==> src/core/lirs_params.svh <==
`ifndef LIRS_PARAMS_SVH
`define LIRS_PARAMS_SVH

// Request type codes carried in the message header.
`define LIRS_TYPE_CFG_RB   16'h5e37
`define LIRS_TYPE_CTL_RB   16'h5e38
`define LIRS_TYPE_SW_RST   16'h7e00

// Expected parameter area lengths in bytes for each request type.
`define LIRS_LEN_CFG       16'h0028
`define LIRS_LEN_CTL       16'h0010
`define LIRS_LEN_RST       16'h0000

// Unit index that a switch reset must carry, as it names no line unit.
`define LIRS_SW_RST_ID     8'h00

// Number of fitted line units; indices run from zero to one less.
`define LIRS_NUM_UNITS     8'h04

// Byte offsets of the live fields in the control read-back area.
`define LIRS_OFF_AIS       6'h00
`define LIRS_OFF_LOOP      6'h02
`define LIRS_OFF_PRBS      6'h04

// Confirmation status codes; zero means success.
`define LIRS_ST_OK         8'h00
`define LIRS_ST_BAD_ID     8'h01
`define LIRS_ST_BAD_LEN    8'h02
`define LIRS_ST_BAD_TYPE   8'h03

// Value that reserved bytes of a read-back area carry.
`define LIRS_BYTE_ZERO     8'h00

`endif

==> src/core/lirs_pkg.sv <==
package lirs_pkg;

  // Which request the handler is serving.
  typedef enum logic [1:0] {
    LIRS_K_NONE,
    LIRS_K_CFG,
    LIRS_K_CTL,
    LIRS_K_RST
  } lirs_kind_t;

  // Sequencer states of the command handler.
  typedef enum logic [1:0] {
    LIRS_S_IDLE,
    LIRS_S_STREAM,
    LIRS_S_SWRST,
    LIRS_S_RESP
  } lirs_state_t;

endpackage

==> src/core/lirs_handler.sv <==
`timescale 1ns/10ps
`include "lirs_params.svh"

// How it works
// Config read-back: type 0x5e37, unit index in range.
// Config area is 40 bytes, overwritten live.
// Config confirmation has status zero and data.
// Control read-back: type 0x5e38, length 16.
// Control fields overwritten with active settings.
// Control confirmation has status zero and data.
// Switch reset: type 0x7e00, id zero, length zero.
// Switch reset confirmed only after reset completes.
// Control bytes 0,2,4 live; others zero.
// Bad unit index or length gives nonzero status.
module lirs_handler
  import lirs_pkg::*;
(
  // Clock and reset.
  input  wire logic        clk_i,
  input  wire logic        rst_n_i,
  // Request header from the host.
  input  wire logic        req_valid_i,
  input  wire logic [15:0] req_type_i,
  input  wire logic [7:0]  req_id_i,
  input  wire logic [15:0] req_len_i,
  input  wire logic        req_rsp_i,
  output logic             req_ready_o,
  // Live configuration lookup for the selected unit.
  output logic [7:0]       unit_o,
  output logic [5:0]       area_idx_o,
  input  wire logic [7:0]  cfg_byte_i,
  // Active control settings of the selected unit.
  input  wire logic [7:0]  ctl_ais_i,
  input  wire logic [7:0]  ctl_loop_i,
  input  wire logic [7:0]  ctl_prbs_i,
  // Cross-connect switch reset handshake.
  output logic             sw_reset_o,
  input  wire logic        sw_done_i,
  // Parameter area bytes of the confirmation.
  output logic             cfm_byte_valid_o,
  output logic [7:0]       cfm_byte_o,
  output logic [5:0]       cfm_byte_off_o,
  // Confirmation header.
  output logic             cfm_valid_o,
  output logic [15:0]      cfm_type_o,
  output logic [7:0]       cfm_id_o,
  output logic [15:0]      cfm_len_o,
  output logic [7:0]       cfm_status_o
);

  // Sequencer state and the request it is serving.
  lirs_state_t state_reg;
  lirs_state_t state_next;
  lirs_kind_t  kind_reg;
  // Latched request fields; all but rsp_reg are shown on the confirmation header.
  logic [15:0] type_reg;
  logic [7:0]  unit_reg;
  logic [15:0] len_reg;
  logic        rsp_reg;
  logic [7:0]  status_reg;
  // Index of the area byte being fetched.
  logic [5:0]  idx_reg;
  // Registered outputs.
  logic        ready_reg;
  logic        sw_reset_reg;
  logic        byte_valid_reg;
  logic [7:0]  byte_reg;
  logic [5:0]  byte_off_reg;
  logic        cfm_valid_reg;

  // Request decode, done on the raw header so the check costs no cycle.
  wire         take      = req_valid_i & ready_reg;
  wire         is_cfg    = (req_type_i == `LIRS_TYPE_CFG_RB);
  wire         is_ctl    = (req_type_i == `LIRS_TYPE_CTL_RB);
  wire         is_rst    = (req_type_i == `LIRS_TYPE_SW_RST);
  // The reset request has no unit, so its id must be zero.
  wire         id_ok     = is_rst ? (req_id_i == `LIRS_SW_RST_ID)
                                  : (req_id_i < `LIRS_NUM_UNITS);
  wire [15:0]  len_want  = is_cfg ? `LIRS_LEN_CFG :
                           is_ctl ? `LIRS_LEN_CTL : `LIRS_LEN_RST;
  wire         len_ok    = (req_len_i == len_want);
  wire         type_ok   = is_cfg | is_ctl | is_rst;
  // Type is judged first, then index, then length.
  wire [7:0]   chk_status = !type_ok ? `LIRS_ST_BAD_TYPE :
                            !id_ok   ? `LIRS_ST_BAD_ID   :
                            !len_ok  ? `LIRS_ST_BAD_LEN  : `LIRS_ST_OK;
  wire         req_good  = (chk_status == `LIRS_ST_OK);
  wire lirs_kind_t kind_in = is_cfg ? LIRS_K_CFG :
                             is_ctl ? LIRS_K_CTL :
                             is_rst ? LIRS_K_RST : LIRS_K_NONE;

  // Control area: only three bytes carry settings, the rest are zero.
  wire [7:0]   ctl_byte = (idx_reg == `LIRS_OFF_AIS)  ? ctl_ais_i  :
                          (idx_reg == `LIRS_OFF_LOOP) ? ctl_loop_i :
                          (idx_reg == `LIRS_OFF_PRBS) ? ctl_prbs_i :
                          `LIRS_BYTE_ZERO;
  // The host's zeroed area is never read; the live value replaces it.
  wire [7:0]   live_byte = (kind_reg == LIRS_K_CFG) ? cfg_byte_i
                                                    : ctl_byte;
  wire [5:0]   last_idx  = 6'(len_reg - 16'h0001);
  wire         at_last   = (idx_reg == last_idx);
  wire         streaming = (state_reg == LIRS_S_STREAM);

  // Next-state selection. A read-back with no confirmation asked has
  // nowhere to deliver its data, so it is dropped without effect.
  always_comb
  begin
    state_next = state_reg;
    case (state_reg)
      LIRS_S_IDLE:
      begin
        if (take)
        begin
          if (!req_good)
            state_next = req_rsp_i ? LIRS_S_RESP : LIRS_S_IDLE;
          else if (is_rst)
            state_next = LIRS_S_SWRST;
          else
            state_next = req_rsp_i ? LIRS_S_STREAM : LIRS_S_IDLE;
        end
      end
      LIRS_S_STREAM:
      begin
        if (at_last)
          state_next = LIRS_S_RESP;
      end
      LIRS_S_SWRST:
      begin
        // Confirmation waits for the switch to report completion.
        if (sw_done_i)
          state_next = rsp_reg ? LIRS_S_RESP : LIRS_S_IDLE;
      end
      LIRS_S_RESP:
        state_next = LIRS_S_IDLE;
      default:
        state_next = LIRS_S_IDLE;
    endcase
  end

  // Sequencer state and handshake outputs.
  always_ff @(posedge clk_i or negedge rst_n_i)
  begin
    if (!rst_n_i)
    begin
      state_reg     <= LIRS_S_IDLE;
      ready_reg     <= 1'b0;
      cfm_valid_reg <= 1'b0;
      sw_reset_reg  <= 1'b0;
    end
    else
    begin
      state_reg     <= state_next;
      ready_reg     <= (state_next == LIRS_S_IDLE);
      cfm_valid_reg <= (state_reg == LIRS_S_RESP);
      // Held as a level from acceptance until the switch is done.
      sw_reset_reg  <= (state_next == LIRS_S_SWRST);
    end
  end

  // Request fields are captured once, when the request is taken.
  always_ff @(posedge clk_i or negedge rst_n_i)
  begin
    if (!rst_n_i)
    begin
      kind_reg   <= LIRS_K_NONE;
      type_reg   <= 16'h0000;
      unit_reg   <= 8'h00;
      len_reg    <= 16'h0000;
      rsp_reg    <= 1'b0;
      status_reg <= `LIRS_ST_OK;
    end
    else if (take)
    begin
      kind_reg   <= kind_in;
      type_reg   <= req_type_i;
      unit_reg   <= req_id_i;
      len_reg    <= req_len_i;
      rsp_reg    <= req_rsp_i;
      status_reg <= chk_status;
    end
  end

  // Area byte fetch: index walks one byte a cycle, data follows a cycle
  // later because the lookup answers combinationally from unit and index.
  always_ff @(posedge clk_i or negedge rst_n_i)
  begin
    if (!rst_n_i)
    begin
      idx_reg        <= 6'h00;
      byte_valid_reg <= 1'b0;
      byte_reg       <= `LIRS_BYTE_ZERO;
      byte_off_reg   <= 6'h00;
    end
    else
    begin
      idx_reg        <= streaming ? 6'(idx_reg + 6'h01) : 6'h00;
      byte_valid_reg <= streaming;
      byte_reg       <= streaming ? live_byte : `LIRS_BYTE_ZERO;
      byte_off_reg   <= idx_reg;
    end
  end

  // Outputs straight from flip-flops.
  assign req_ready_o      = ready_reg;
  assign unit_o           = unit_reg;
  assign area_idx_o       = idx_reg;
  assign sw_reset_o       = sw_reset_reg;
  assign cfm_byte_valid_o = byte_valid_reg;
  assign cfm_byte_o       = byte_reg;
  assign cfm_byte_off_o   = byte_off_reg;
  assign cfm_valid_o      = cfm_valid_reg;
  assign cfm_type_o       = type_reg;
  assign cfm_id_o         = unit_reg;
  assign cfm_len_o        = len_reg;
  assign cfm_status_o     = status_reg;

  wire good_cfg = take & req_good & is_cfg & req_rsp_i;
  wire good_ctl = take & req_good & is_ctl & req_rsp_i;
endmodule // lirs_handler

==> config.mk <==
export PLATFORM = sky130hd
export DESIGN_NAME = lirs_handler
export DESIGN_NICKNAME = d
export VERILOG_FILES = /design/src/core/lirs_pkg.sv /design/src/core/lirs_handler.sv
export VERILOG_INCLUDE_DIRS = /design/src /design/src/core
export SDC_FILE = /design/constraint.sdc
export NUM_CORES = 1
export LEC_CHECK = 0
export BUFFER_PORTS_ARGS = -buffer_cell sky130_fd_sc_hd__buf_4
export CAP_MARGIN = 0
export CORE_MARGIN = 10
export CORE_UTILIZATION = 42
export CTS_CLUSTER_DIAMETER = 50
export CTS_CLUSTER_SIZE = 12
export DETAILED_ROUTE_END_ITERATION = 7
export PLACE_DENSITY_LB_ADDON = 0.08
export SLEW_MARGIN = 40
export SYNTH_ARGS = -nofsm -noshare
export SYNTH_HDL_FRONTEND = slang
export SYNTH_SLANG_ARGS = --single-unit
==> constraint.sdc <==
create_clock -name clk_i -period 1.6 [get_ports clk_i]
set_clock_uncertainty 0.1 [all_clocks]
set_input_delay 0.32 -clock clk_i [delete_from_list [all_inputs] [get_ports clk_i]]
set_output_delay 0.32 -clock clk_i [all_outputs]
set_load 0.02 [all_outputs]
==> metrics.md <==
| Metric | Value |
|---|---|
| Status | complete, but fails checks |
| Failing checks | negative setup slack |
| Buffers plus inverters on the worst setup path | 3 |
| Synth async-reset ratio | 1.00 |
| Hold Vio Cnt, Final | 0 |
| Grt ovf | 0 |
| Worst reg2reg path endpoint | sw_reset_o$_DFF_PN0_ |
| Die height | 109 um |
| Cell mode on critical path | buf_6 |
| Worst endpoint data arrival time | 2.11 ns |
| Main synth FF type | dfrtp_1 |
| Clock Tree Buf Depth | 2 |
| Multi-input gate area | 1530 um2 |
| DRT Pass-1 Iters | 4 |
| Minimum clock period | 1.95 ns |
| Clock power frac | 0.153 |
| R2R Path Start | cfm_len_o[0]$_DFFE_PN0P_ |
| Compound-Gate Fraction of Synth Area | 0.0999 |
| F_max | 513 MHz |
| Port bufs | 150 |
| R2r setup slk | -0.23 ns |
| Initial Util | 0.432 |
| Initial antenna violation count | 0 |
| Violation count after the first detailed-route iteration | 134 |
| Static Leak | 2.74 nW |
| P per Cell Area | 1790 nW/um2 |
| Post-synth EDFFs | 0 |
| Final net count | 653 |
| Post-synthesis mux area share | 0 |
| Crit path max-delay family | simple AND/OR/NAND/NOR gates |
| Wire per inst | 16.0 um |
| Min Hold Slack | 0.0643 ns |
| Setup crit end kind | flip-flop |
| Switching Power | 3.97 mW |
| Biggest cell delay along the critical path | 0.54 ns |
| Synth Instances | 375 |
| Inserted Diodes | 0 |
| RD Place Congestion | 0.840 |
| Total GRT Usage | 0.179 |
| TritonCTS clock tree | yes |
| Final period utilization | 1.22 |
| Synth Area per Inst | 8.96 um2 |
| Yosys reg bits | 71 |
| Placed cells | 658 |
| Worst-path cell chain | buf_6 -> or4_4 -> nor2_4 -> buf_6 -> a31oi_1 -> o211a_1 -> o2111ai_2 -> buf_4 -> nand2b_1 -> a211oi_1 |
| Worst Setup EP | req_ready_o$_DFF_PN0_ |
| Number of stages on the worst setup path | 10 |
| Via count | 3,316 |
| Final Setup Violations | 11 |
| Ports | 157 |
| Total Power | 9.49 mW |
| Critical-path top delay cell | or4_4 |
| Post-synthesis sequential area ratio | 0.529 |
| Vias in the first global route | 3,455 |
| Simple-gate share of the synthesized area | 0.268 |
| H-Tree Depth | 3 |
| Layout cells sized above 1 | 0.445 |
| Number of distinct library cells after synthesis | 46 |
| Clock sink total | 71 |
| Xor and xnor area share after synthesis | 0.0313 |
| Hold crit path type | input pin to flip-flop |
| DR vias/cell | 4.88 |
| Crit. Startpoint | req_type_i[2] |
| Die Footprint | 12,000 um2 |
| Post-route DRC | 0 |
| Yosys warning total | 0 |
| DIE WIDTH | 109 um |
| CP Max Fanout | 4 |
| Clk root buf | clkbuf_8 |
| Core Area | 7770 um2 |
| CTS clk-pin slew, worst paths | 0.08 ns |
| Internal Power | 5.52 mW |
| Fill cells | 652 |
| Worst-Skew Late Latency | 0.35 ns |
| Worst setup path class | input pin to flip-flop |
| Post-Synth Adder-Cell Area | 0.0149 |
| CTS buffer count | 9 |
| Largest net degree at the start of global routing | 28 |
| Sequential Power Share | 0.311 |
| Total Routed Length | 10,800 um |
| Max-Cap Viols | 0 |
| Core Rows | 32 |
| Worst r2r path cells | 8 |
| Fin cells | 679 |
| Antenna Nets Post-Route | 0 |
| First-pass GRT wire length | 17,000 um |
| Setup slack after layout | -0.351 ns |
| Register area | 1780 um2 |
| Post-synthesis cell area | 3360 um2 |
| Combinational share of power | 0.536 |
| Switching fraction of total power | 0.418 |
| Hpwl dp | 8720 um |
| RSZ-0062 raised after global routing | true |
| Main combinational cell family by area after synthesis | simple AND/OR/NAND/NOR gates |
| WP data required | 1.76 ns |
| Post-layout util | 0.684 |
| Setup crit start kind | input pin |
| Max VDD drop | 1.30 mV |
| Area grow syn2layout | 58.2% |
| Max Slew Vio Count | 0 |
==> Yosys cell counts, types with 2 or more instances <==
| master | instances | area share |
|---|---|---|
| or4_1 | 3 | 0.0067 |
| clkbuf_1 | 12 | 0.013 |
| nand2b_1 | 2 | 0.0037 |
| nor2_1 | 34 | 0.038 |
| buf_4 | 14 | 0.031 |
| a21oi_1 | 9 | 0.013 |
| xnor2_1 | 8 | 0.021 |
| and2_1 | 3 | 0.0056 |
| a22oi_1 | 8 | 0.018 |
| xor2_1 | 4 | 0.010 |
| ha_1 | 4 | 0.015 |
| a211oi_1 | 10 | 0.022 |
| nand3_1 | 9 | 0.013 |
| nand2_1 | 127 | 0.14 |
| o21ai_0 | 7 | 0.010 |
| a31oi_1 | 6 | 0.011 |
| buf_1 | 3 | 0.0034 |
| nor3_1 | 7 | 0.010 |
| inv_1 | 7 | 0.0078 |
| dfrtp_1 | 71 | 0.53 |
| nor4b_1 | 2 | 0.0052 |
==> cell type report <==
cell class,count,area share
clock buffers,12,0.0273
clock inverters,4,0.0104
inverters,7,0.00494
multi-input cells,273,0.287
flip-flops and latches,71,0.335
well taps,102,0.0240
repair buffers,210,0.311
==> metrics by stage <==
stage,area [um2],setup TNS (ns),worst slack [ns]
2_1_floorplan,3460,-2.09,-0.540
3_3_place_gp,5010,-3.34,-0.710
3_5_place_dp,5010,-3.88,-0.768
4_1_cts,5290,-1.81,-0.403
5_1_grt,5310,-2.83,-0.430
6_report,5310,-1.70,-0.351
==> cell usage in the layout (no fill, tap or decap), drive strengths merged, types with 8 or more instances in the layout <==
cell type / instances
nor2: 35
nand2: 128
buf: 209
clkbuf: 12
a21oi: 9
nand3: 9
xnor2: 8
nor3: 8
a211oi: 10
dfrtp: 71
a22oi: 8
==> worst reg2reg max path, stage by stage (launching register included) <==
cell and delay [ns]:
dfrtp_1 0.38, inv_1 0.07, ha_1 0.22, xor2_1 0.16, nor3_1 0.18, a31oi_1 0.09
o31a_1 0.32, o31ai_1 0.06, and3b_1 0.19
==> worst min-delay path by stage <==
stage / slack (ns) / endpoint / depth (start not counted) / start
6_report: 0.06 / cfm_type_o[8]$_DFFE_PN0P_ / 3 / req_type_i[8]
5_1_grt: 0.07 / cfm_type_o[11]$_DFFE_PN0P_ / 3 / req_type_i[11]
4_1_cts: 0.05 / cfm_type_o[8]$_DFFE_PN0P_ / 3 / req_type_i[8]
3_5_place_dp: 0.16 / cfm_valid_o$_DFF_PN0_ / 1 / rst_n_i
3_3_place_gp: 0.15 / cfm_valid_o$_DFF_PN0_ / 1 / rst_n_i
2_1_floorplan: -0.08 / area_idx_o[0]$_DFF_PN0_ / 0 / rst_n_i
==> per-layer routing <==
metal / wire, um / vias up / GRT usage
met4: 192 / 0 / 0.0706
met5: 0 / - / 0
li1: - / 1620 / -
met1: 4070 / 1549 / 0.196
met3: 1140 / 15 / 0.0655
met2: 5440 / 132 / 0.310
==> power groups by stage <==
stage / clock network [mW] / registers [mW] / logic (mW)
after floorplan: 0 / 3.78 / 1.91
after global placement: 0 / 2.95 / 4.93
after detailed placement: 0 / 2.99 / 5.03
after CTS: 1.49 / 2.96 / 5.17
after global routing: 1.58 / 3.06 / 5.55
final: 1.45 / 2.96 / 5.08
==> timing repair <==
item,CTS,global route
setup endpoints to repair,13,14
endpoints found under the hold margin,21,0
resized for setup,13,3
setup buffers,2,2
pin swaps,8,2
hold buffers,1,0
==> kinds of logic after synthesis <==
kind of cell,Yosys count
flops,71
other cells,1
buf+inv,36
simple gates,202
fa+ha+maj,4
xor+xnor,12
compound gates,49
(Power assumes the default switching activity.)
